`config.mk`:
```
export PLATFORM = sky130hd
export DESIGN_NAME = sasr_readout
export DESIGN_NICKNAME = d
export VERILOG_FILES = /design/src/sasr_pkg.sv /design/src/sasr_readout.sv
export SDC_FILE = /design/constraint.sdc
export NUM_CORES = 1
export LEC_CHECK = 0
export BUFFER_PORTS_ARGS = -buffer_cell sky130_fd_sc_hd__buf_2
export CORE_AREA = 2 2 69 71
export DETAILED_ROUTE_END_ITERATION = 8
export DIE_AREA = 0 0 71 73
export PLACE_DENSITY = 0.65
export SLEW_MARGIN = 25
export SYNTH_ARGS = -nofsm -noshare
export SYNTH_HDL_FRONTEND = slang
export SYNTH_SLANG_ARGS = --single-unit
```
`constraint.sdc`:
```
create_clock -name i_sys_clk -period 2.1 [get_ports i_sys_clk]
set_input_delay 0.105 -clock i_sys_clk [delete_from_list [all_inputs] [get_ports i_sys_clk]]
set_output_delay 0.105 -clock i_sys_clk [all_outputs]
set_load 0.02 [all_outputs]
```
`src/sasr_pkg.sv`:
```
// package for the serial converter readout block
//------------------------------------------------------------
// Functional notes
//------------------------------------------------------------
package sasr_pkg;
    localparam int unsigned DATA_W       = 16;
    localparam int unsigned CNT_W        = 5;
    localparam logic [4:0]  EDGE_ZERO    = 5'h02;
    localparam logic [4:0]  EDGE_MSB     = 5'h03;
    localparam logic [4:0]  EDGE_LAST    = 5'h12;
    localparam logic [15:0] POS_FULL     = 16'h7fff;
    localparam logic [15:0] NEG_FULL     = 16'h8000;

    typedef enum logic [1:0] {
        SASR_ACQ  = 2'b00,
        SASR_CONV = 2'b01
    } sasr_state_e;

    typedef struct packed {
        logic dout;
        logic dout_oe;
    } sasr_pin_s;
endpackage

```
`src/sasr_readout.sv`:
```
// device-side serial conversion and readout logic
`timescale 1ns/1ps
module sasr_readout (
    input  wire logic                      i_sys_clk,
    input  wire logic                      i_rst,
    input  wire logic                      i_cs_n,
    input  wire logic                      i_sclk,
    input  wire logic [sasr_pkg::DATA_W-1:0] i_ain_code,
    output logic                           o_dout,
    output logic                           o_dout_oe,
    output logic                           o_converting,
    output logic [sasr_pkg::DATA_W-1:0]   o_sample
);
    import sasr_pkg::*;

    //------------------------------------------------------------
    // input synchronisers
    //------------------------------------------------------------
    logic [1:0] cs_sync_r;
    logic [1:0] sck_sync_r;
    logic       cs_d_r;
    logic       sck_d_r;
    always_ff @(posedge i_sys_clk) begin
        if (i_rst) begin
            cs_sync_r  <= 2'h3;
            sck_sync_r <= 2'h0;
            cs_d_r     <= 1'b1;
            sck_d_r    <= 1'b0;
        end else begin
            cs_sync_r  <= {cs_sync_r[0], i_cs_n};
            sck_sync_r <= {sck_sync_r[0], i_sclk};
            cs_d_r     <= cs_sync_r[1];
            sck_d_r    <= sck_sync_r[1];
        end
    end

    //------------------------------------------------------------
    // edge detection on synchronised pins
    //------------------------------------------------------------
    function automatic logic fell_edge(input logic prev_v, input logic cur_v);
        return prev_v & ~cur_v;
    endfunction

    function automatic logic rose_edge(input logic prev_v, input logic cur_v);
        return ~prev_v & cur_v;
    endfunction

    logic cs_fall;
    logic cs_rise;
    logic sck_fall;
    assign cs_fall  = fell_edge(cs_d_r, cs_sync_r[1]);
    assign cs_rise  = rose_edge(cs_d_r, cs_sync_r[1]);
    assign sck_fall = fell_edge(sck_d_r, sck_sync_r[1]);

    //------------------------------------------------------------
    // falling edge counter and state
    //------------------------------------------------------------
    logic [CNT_W-1:0] edge_cnt_r;
    logic [CNT_W-1:0] edge_cnt_nxt;
    sasr_state_e      state_r;
    logic             conv_r;
    logic             cs_low;
    assign cs_low = ~cs_sync_r[1];

    always_comb begin
        edge_cnt_nxt = edge_cnt_r;
        if (cs_fall) begin
            // clock low at select fall: select fall is edge one; else wait
            edge_cnt_nxt = sck_sync_r[1] ? '0 : CNT_W'(1);
        end else if (cs_low && sck_fall && edge_cnt_r < EDGE_LAST) begin
            edge_cnt_nxt = edge_cnt_r + CNT_W'(1);
        end
    end

    always_ff @(posedge i_sys_clk) begin
        if (i_rst) begin
            edge_cnt_r <= '0;
        end else begin
            edge_cnt_r <= edge_cnt_nxt;
        end
    end

    always_ff @(posedge i_sys_clk) begin
        if (i_rst) begin
            state_r <= SASR_ACQ;
            conv_r  <= 1'b0;
        end else if (cs_fall) begin
            state_r <= SASR_CONV;
            conv_r  <= 1'b1;
        end else if (!cs_low) begin
            state_r <= SASR_ACQ;
            conv_r  <= 1'b0;
        end else if (edge_cnt_nxt == EDGE_LAST && sck_fall) begin
            state_r <= SASR_ACQ;
            conv_r  <= 1'b0;
        end
    end

    //------------------------------------------------------------
    // sample capture and shift out
    //------------------------------------------------------------
    logic [DATA_W-1:0] sample_r;
    logic [DATA_W-1:0] shift_r;
    always_ff @(posedge i_sys_clk) begin
        if (i_rst) begin
            sample_r <= '0;
        end else if (cs_fall) begin
            sample_r <= i_ain_code;
        end
    end

    logic dout_r;
    logic oe_r;
    logic step;
    assign step = cs_low && (sck_fall || cs_fall) && edge_cnt_nxt != edge_cnt_r;

    always_ff @(posedge i_sys_clk) begin
        if (i_rst) begin
            shift_r <= '0;
            dout_r  <= 1'b0;
            oe_r    <= 1'b0;
        end else if (!cs_low) begin
            oe_r   <= 1'b0;
            dout_r <= 1'b0;
        end else if (step) begin
            if (edge_cnt_nxt == EDGE_ZERO) begin
                oe_r    <= 1'b1;
                dout_r  <= 1'b0;
                shift_r <= sample_r;
            end else if (edge_cnt_nxt >= EDGE_MSB) begin
                dout_r  <= shift_r[DATA_W-1];
                shift_r <= {shift_r[DATA_W-2:0], 1'b0};
            end
        end
    end

    assign o_dout       = dout_r;
    assign o_dout_oe    = oe_r;
    assign o_converting = conv_r;
    assign o_sample     = sample_r;

    //------------------------------------------------------------
    // helper tracking for the checks
    //------------------------------------------------------------
    // result bits put on the line in the current frame
    logic [CNT_W-1:0] bits_sent_r;
    always_ff @(posedge i_sys_clk) begin
        if (i_rst) begin
            bits_sent_r <= '0;
        end else if (cs_fall) begin
            bits_sent_r <= '0;
        end else if (cs_low && step && edge_cnt_nxt >= EDGE_MSB) begin
            bits_sent_r <= bits_sent_r + CNT_W'(1);
        end
    end
endmodule // sasr_readout

```
==> results of run 1 <==
-- registers in the layout (all words and copies together) (netlist names) --
name          cells
o_dout_oe         1
cs_d_r            1
cs_sync_r         2
sck_sync_r        2
o_converting      1
sck_d_r           1
shift_r          16
o_dout            1
edge_cnt_r        5
o_sample         16
-- per-layer routing --
layer	global-route usage [%]	part of all wire, %	up-vias
li1	-	-	843
met1	23.2	48	785
met2	29.7	47	43
met3	4.70	3.9	5
met4	5.45	1.1	0
met5	0	0	-
-- worst max-delay path: stages, from the launching register on --
cell and delay (ns):
dfxtp_2 0.32, or3b_4 0.42, or4_4 0.52, o211ai_4 0.14, buf_6 0.14, nor3_4 0.05
buf_6 0.16, mux2i_2 0.15, a211oi_2 0.24
-- cell usage in the layout (no fill, tap or decap), types with 7 or more instances in the layout --
cell type  count
a211oi_1      11
buf_2         38
a211oi_2       7
nor2_1        19
mux2i_1       13
dfxtp_1       43
nand2_1       35
buf_4         16
buf_6          7
a21oi_1       19
-- worst max-delay path by stage --
| stage | start | end | slack, ns | cells past startpoint |
|---|---|---|---|---|
| 3_5_place_dp | cs_sync_r[1]$_SDFF_PP1_ | shift_r[7]$_SDFFE_PP0P_ | -0.1 | 7 |
| 2_1_floorplan | cs_sync_r[1]$_SDFF_PP1_ | shift_r[10]$_SDFFE_PP0P_ | 0.01 | 8 |
| 4_1_cts | sck_sync_r[1]$_SDFF_PP0_ | shift_r[0]$_SDFFE_PP0P_ | -0.10 | 8 |
| 3_3_place_gp | cs_sync_r[1]$_SDFF_PP1_ | o_dout$_SDFFE_PP0P_ | -0.03 | 7 |
| 5_1_grt | edge_cnt_r[4]$_SDFF_PP0_ | shift_r[15]$_SDFFE_PP0P_ | -0.23 | 9 |
| 6_report | sck_sync_r[1]$_SDFF_PP0_ | shift_r[15]$_SDFFE_PP0P_ | -0.13 | 8 |
-- area by class of cell --
cell class	count	area (sq um)	area share, %
well taps	54	67.6	2.59
multi-input cells	146	1000	38.4
repair buffers	66	502	19.2
clock inverters	1	30.0	1.15
inverters	2	7.51	0.288
clock buffers	7	76.3	2.92
flip-flops and latches	46	925	35.4
-- cells by family after synthesis --
family | Yosys count
fa+ha+maj | 1
compound gates | 50
buf+inv | 17
mux | 16
xor+xnor | 2
simple gates | 77
flops | 46
-- through the flow --
stage,utilization (%),setup TNS [ns]
floorplan,-,0
global placement,49.2,-0.132
detailed placement,49.2,-1.12
CTS,56.2,-1.06
global route,57.5,-2.94
finish,57.5,-1.02
-- power by group --
part	internal [mW]	switching, mW
registers	0.889	0.0119
logic	0.0491	0.0653
clock network	0.356	0.286
-- repair_timing --
| item | CTS | global route |
|---|---|---|
| setup buffers | 7 | 2 |
| gates resized for setup | 17 | 9 |
| setup endpoints to repair | 17 | 19 |
| hold buffers | 1 | 0 |
| pin swaps | 21 | 13 |
| endpoints found under the hold margin | 1 | 0 |
| cloned | 3 | 0 |
==> results.ini, run 1 <==
[sta]
period_minus_slack_ns = 2.23
setup_viol = 17
fmax_ghz = 0.449
fin_hold_ws_ns = 0.0149
fin_skew_ns = 0.00277
setup_ws_ns = -0.125
drv_slew = 0
max_slew_margin_pct = 42.8
hold_violations = 0
period_share_pct = 106
rsz0062_at_grt = yes
tightest_slew_ns = 0.858

[status]
violations = setup timing
outcome = complete, but fails checks

[floorplanning]
dieArea_sq_um = 5180
rows = 25
coreArea_sq_um = 4540
die-width_microns = 71
die_h_microns = 73
start_util_pct = 42.8
io_pins = 39

[cts]
cts_made_buffers = 5
numClockSinks = 46
path_clk_slew_ns = 0.08
htree_levels = 2
clk_latency_ns = 0.30
cts_max_path_buffers = 2
cts_tree = built
cts_root_buf = clkbuf_8

[layout]
finalNetCount = 288
antenna_cells = 0
fin_area_sq_um = 2610
fill_cells = 401
final_cells = 322
areaGrowthSynthToFinish_pct = 34.4
drive_gt1_share_pct = 36.6

[logic_synthesis]
synth_xor_area_share_pct = 0.902
ys_types = 39
synthAdderAreaFrac_pct = 0.644
syn-num-nets = 230
synth_ff_type = dfxtp_1
seq_area_frac_synth_pct = 47.4
synth_largest_area_cell = dfxtp_1
synth.area.mux_share_pct = 8.25
synthTopCellsByArea = dfxtp_1 47%, mux2i_1 8.2%, nand2_1 6.8%
synth_compound_area_share_pct = 18.6
synth-seq-cells = 46
async_flop_share_pct = 0
synth-simple-area-share_pct = 18.7
synth.most_common_cell = dfxtp_1
synth_top_family_by_area = simple AND/OR/NAND/NOR gates
synth_edf_count = 0
avgSynthCellArea_sq_um = 9.29
yosysTopAreaCellShare_pct = 47.4
synth_commonest_cells = 46 x dfxtp_1, 35 x nand2_1, 20 x a21oi_1
ys_warn_count = 0
synth_cells = 209
syn-cell-area_sq_um = 1940

[place]
place.gp.congestion = 0.789
place_inst = 301
hpwl_microns = 2640
post-place-ws_ns = -0.0975
io_buffers = 38
dpl_cell_area_sq_um = 2230

[worst_setup_path]
worstSetupPathType = reg2reg
cp.required_ns = 2.31
crit_fanout = 7
reg2reg_slack_ns = -0.13
r2r-start = sck_sync_r[1]$_SDFF_PP0_
end_kind = flip-flop
worstReg2RegEnd = shift_r[15]$_SDFFE_PP0P_
crit_arrival_ns = 2.44
startpoint_type = flip-flop
r2r_cells = 8

[global_routing]
grt_overflow_total = 0
antenna_found_initial = 0
grt_max_degree = 44
grt_pass1_vias = 1557
grtUsageTotal_pct = 18.0
grt_pass1_wl_microns = 7400

[drt]
routed_wl_microns = 4560
vias = 1676
ant_nets = 0
viasPerCell = 5.20
drc = 0
first_iter_violations = 68
first_pass_iters = 4
wl_per_cell_microns = 14.1

[power_and_ir_drop]
power.density_nw_per_um2 = 635
power_leakage_nw = 0.968
irDropWorstVdd_mv = 0.350
power_mw = 1.66

[worst_hold_path]
min_delay_worst_endpoint = sck_sync_r[0]$_SDFF_PP0_
whs_path_depth = 2
worstHoldStart = i_sclk
hold_path_class = in2reg

[flow_run]
drv_cap = 0

Power figures use the tool's default switching activity.
==> inputs of run 2 (changes only) <==
Settings changed: CELL_PAD_IN_SITES_DETAIL_PLACEMENT from default to 0, CELL_PAD_IN_SITES_GLOBAL_PLACEMENT from default to 2, CORE_AREA 2 2 69 71 to 2 2 85 87, DIE_AREA 0 0 71 73 to 0 0 87 89, PLACE_DENSITY 0.65 to 0.68.
==> results.ini, run 2 (synthesis gave the netlist of run 1 again) <==
[status]
violations = setup timing
outcome = complete, but fails checks

[layout]
drive_gt1_share_pct = 43.3
areaGrowthSynthToFinish_pct = 37.5
fill_cells = 710
final_cells = 350
multiInputGateArea_sq_um = 1060
fin_area_sq_um = 2670
final_cell_mix = 43 x dfxtp_1, 38 x buf_2, 35 x nand2_1
final_common_cell = dfxtp_1
seq_area_sq_um = 925
finalNetCount = 290
antenna_cells = 0

[floorplanning]
die-width_microns = 87
dieArea_sq_um = 7740
rows = 30
io_pins = 39
start_util_pct = 28.9
coreArea_sq_um = 6720
die_h_microns = 89

[worst_setup_path]
worstSetupPathType = reg2reg
end_kind = flip-flop
crit_arrival_ns = 2.34
worstReg2RegEnd = o_dout$_SDFFE_PP0P_
critPathBufInv = 1
cp.required_ns = 2.30
crit_family = simple AND/OR/NAND/NOR gates
r2r-start = cs_sync_r[1]$_SDFF_PP1_
cp_slowest_stage_delay_ns = 0.51
crit_fanout = 7
r2r_cells = 7
path_cells = or3b_4 -> or4_4 -> o211ai_4 -> o311a_4 -> buf_12 -> mux2i_1 -> nor2_1
critPathSlowestCell = or4_4
startpoint_type = flip-flop
reg2reg_slack_ns = -0.04

[cts]
cts_root_buf = clkbuf_8
cts_max_path_buffers = 2
cts_made_buffers = 5
path_clk_slew_ns = 0.09
htree_levels = 2
cts_tree = built
numClockSinks = 46
clk_latency_ns = 0.30

[global_routing]
antenna_found_initial = 0
grt_overflow_total = 0
grt_max_degree = 20
grt_pass1_wl_microns = 8000
grt_pass1_vias = 1661
grtUsageTotal_pct = 13.2

[power_and_ir_drop]
irDropWorstVdd_mv = 0.216
power.density_nw_per_um2 = 629
power_leakage_nw = 0.989
power_mw = 1.68

[drt]
drc = 0
wl_per_cell_microns = 13.5
first_pass_iters = 4
first_iter_violations = 72
routed_wl_microns = 4710
vias = 1646
ant_nets = 0
viasPerCell = 4.70

[place]
place_inst = 332
io_buffers = 38
hpwl_microns = 3040
place.gp.congestion = 0.766
dpl_cell_area_sq_um = 2300
post-place-ws_ns = -0.105

[sta]
drv_slew = 0
max_slew_margin_pct = 74.0
tns_ns = -0.147
fmax_ghz = 0.468
tightest_slew_ns = 0.388
hold_violations = 0
fin_skew_ns = 0.00783
period_minus_slack_ns = 2.14
setup_viol = 8
period_share_pct = 102
rsz0062_at_grt = yes
setup_ws_ns = -0.0358

[worst_hold_path]
whs_path_depth = 2
min_delay_worst_endpoint = sck_sync_r[0]$_SDFF_PP0_
worstHoldStart = i_sclk
hold_path_class = in2reg

[flow_run]
drv_cap = 0

## run 2: cell types whose count changed in the layout (fill, tap and decap cells not counted), sizes merged
cell,previous run,this run
clkinv,0,2
clkbuf,7,6
buf,65,66
## run 2: power breakdown
part           internal [mW]  total (mW)  switching, mW  leakage (nW)
sequential             0.889       0.903         0.0138         0.373
combinational         0.0509       0.118         0.0668         0.558
clock                  0.351       0.660          0.309        0.0579
## run 2: metrics by stage
| step | utilization (%) | hold slack, ns |
|---|---|---|
| finish | 39.7 | 0.0142 |
| global placement | 34.2 | 0.288 |
| CTS | 39.0 | 0.00748 |
| global route | 39.7 | 0.0363 |
| detailed placement | 34.2 | 0.294 |
| floorplan | - | 0.209 |
## run 2: per-layer routing
| metal | vias to the layer above | wire [microns] | share of wire (%) | GRT usage, % |
|---|---|---|---|---|
| li1 | 854 | - | - | - |
| met5 | - | 0 | 0 | 0 |
| met4 | 0 | 108 | 2.3 | 5.40 |
| met2 | 33 | 2130 | 45 | 21.2 |
| met1 | 752 | 2300 | 49 | 17.3 |
| met3 | 7 | 171 | 3.6 | 2.86 |
## run 2: cell type report
cell class	count	share of cell area [%]
clock inverters	3	1.50
inverters	2	0.281
repair buffers	68	17.6
well taps	80	3.75
flip-flops and latches	46	34.6
clock buffers	5	2.58
multi-input cells	146	39.6
## run 2: worst max-delay path by stage
stage / startpoint / end / slack, ns / cells past startpoint
after floorplan: cs_sync_r[1]$_SDFF_PP1_ / shift_r[10]$_SDFFE_PP0P_ / 0.01 / 8
after global placement: cs_sync_r[1]$_SDFF_PP1_ / shift_r[2]$_SDFFE_PP0P_ / -0.06 / 8
after detailed placement: sck_d_r$_SDFF_PP0_ / o_dout$_SDFFE_PP0P_ / -0.11 / 7
after CTS: cs_sync_r[1]$_SDFF_PP1_ / o_dout$_SDFFE_PP0P_ / -0.07 / 7
after global routing: cs_sync_r[1]$_SDFF_PP1_ / shift_r[7]$_SDFFE_PP0P_ / -0.12 / 7
final: cs_sync_r[1]$_SDFF_PP1_ / o_dout$_SDFFE_PP0P_ / -0.04 / 7
## run 2: timing repair
item	4_1_cts	5_1_grt
setup buffers	8	0
pin swaps	8	13
cloned	1	1
setup endpoints to repair	17	19
endpoints found under the hold margin	1	0
gates resized for setup	25	13
hold buffers	1	0
==> inputs of run 3 (changes only) <==
Settings changed: MAX_ROUTING_LAYER from default to met4.
==> results.ini, run 3 (synthesis gave the netlist of run 1 again) <==
[status]
outcome = complete, but fails checks
violations = setup timing

[flow_run]
drv_cap = 0

[drt]
first_pass_iters = 4
vias = 1644
drc = 0
viasPerCell = 4.70
first_iter_violations = 84
wl_per_cell_microns = 13.5
ant_nets = 0
routed_wl_microns = 4720

[worst_setup_path]
crit_arrival_ns = 2.34
startpoint_type = flip-flop
end_kind = flip-flop
crit_fanout = 7
worstSetupPathType = reg2reg
cp.required_ns = 2.30

[layout]
areaGrowthSynthToFinish_pct = 37.5
final_common_cell = dfxtp_1
finish.utilization_pct = 39.7
antenna_cells = 0
fill_cells = 710
final_cell_mix = 43 x dfxtp_1, 38 x buf_2, 35 x nand2_1
drive_gt1_share_pct = 43.3
finalNetCount = 290

[global_routing]
grt_overflow_total = 0
antenna_found_initial = 0
grt_pass1_vias = 1666
grt_max_degree = 20
grtUsageTotal_pct = 13.6
grt_pass1_wl_microns = 7990

[place]
place.gp.congestion = 0.777
hpwl_microns = 3040
post-place-ws_ns = -0.105
io_buffers = 38

[power_and_ir_drop]
p_switching_uw = 392
power_leakage_nw = 0.989
sw_frac_of_total_pct = 23.3
p_int_mw = 1.29
irDropWorstVdd_mv = 0.216
seqPwrFrac_pct = 53.7
power.density_nw_per_um2 = 630
p_clk_share_pct = 39.3
combPwrFrac_pct = 7.0
power_mw = 1.68

[cts]
numClockSinks = 46
path_clk_slew_ns = 0.09
cts_max_path_buffers = 2
htree_levels = 2
clk_latency_ns = 0.30
cts_tree = built
cts_root_buf = clkbuf_8
cts_made_buffers = 5

[floorplanning]
io_pins = 39
die-width_microns = 87
coreArea_sq_um = 6720
start_util_pct = 28.9
die_h_microns = 89
dieArea_sq_um = 7740
rows = 30

[worst_hold_path]
hold_path_class = in2reg

[sta]
period_share_pct = 102
drv_slew = 0
tns_ns = -0.142
fin_hold_ws_ns = 0.0123
setup_viol = 9
period_minus_slack_ns = 2.14
tightest_slew_ns = 0.388
rsz0062_at_grt = yes
setup_ws_ns = -0.0360
hold_violations = 0
max_slew_margin_pct = 74.0
fin_skew_ns = 0.00810
fmax_ghz = 0.468

## run 3: metal layers
metal	vias to the layer above	routed length [microns]	global-route usage, %
met3	7	180	2.86
met5	-	0	-
li1	854	-	-
met2	34	2140	21.2
met4	0	106	5.40
met1	749	2290	17.2
## run 3: final timing paths
kind         slack [ns]               startpoint                        to  cells past startpoint
min                0.01                   i_sclk  sck_sync_r[0]$_SDFF_PP0_                      2
min reg2reg        0.41  cs_sync_r[0]$_SDFF_PP1_   cs_sync_r[1]$_SDFF_PP1_                      1
max reg2reg       -0.04  cs_sync_r[1]$_SDFF_PP1_       o_dout$_SDFFE_PP0P_                      7
max               -0.04  cs_sync_r[1]$_SDFF_PP1_       o_dout$_SDFFE_PP0P_                      7
## run 3: power by group through the flow
stage	logic (mW)	clock network [mW]	registers, mW
after global placement	0.112	0	0.922
after floorplan	0.0503	0	0.933
after CTS	0.119	0.679	0.902
after detailed placement	0.112	0	0.922
after global routing	0.131	0.713	0.906
final	0.118	0.662	0.903
## run 3: cell type report
cell class / count / area (sq um) / share of cell area [%]
Multi-Input combinational cell: 146 / 1060 / 39.6
Sequential cell: 46 / 925 / 34.6
Timing Repair Buffer: 68 / 470 / 17.6
Tap cell: 80 / 100 / 3.75
Clock buffer: 5 / 68.8 / 2.58
Clock inverter: 3 / 40.0 / 1.50
Inverter: 2 / 7.51 / 0.281
## run 3: timing repair
item                       4_1_cts  5_1_grt
gates resized for setup         25       13
hold buffers                     1        0
gates cloned                     1        1
setup endpoints to repair       17       19
pin swaps                        8       13
hold endpoints to repair         1        0
buffers inserted                 8        0
## run 3: worst max-delay path, cell delays in order, from the launching register on
cell	delay, ns
dfxtp_2	0.35
or3b_4	0.43
or4_4	0.51
o211ai_4	0.13
o311a_4	0.25
buf_12	0.13
mux2i_1	0.18
nor2_1	0.06
## run 3: per-stage QoR
| step | cells | area [sq um] |
|---|---|---|
| 2_1_floorplan | 209 | 1940 |
| 3_3_place_gp | 332 | 2300 |
| 3_5_place_dp | 332 | 2300 |
| 4_1_cts | 350 | 2620 |
| 5_1_grt | 350 | 2670 |
| 6_report | 350 | 2670 |
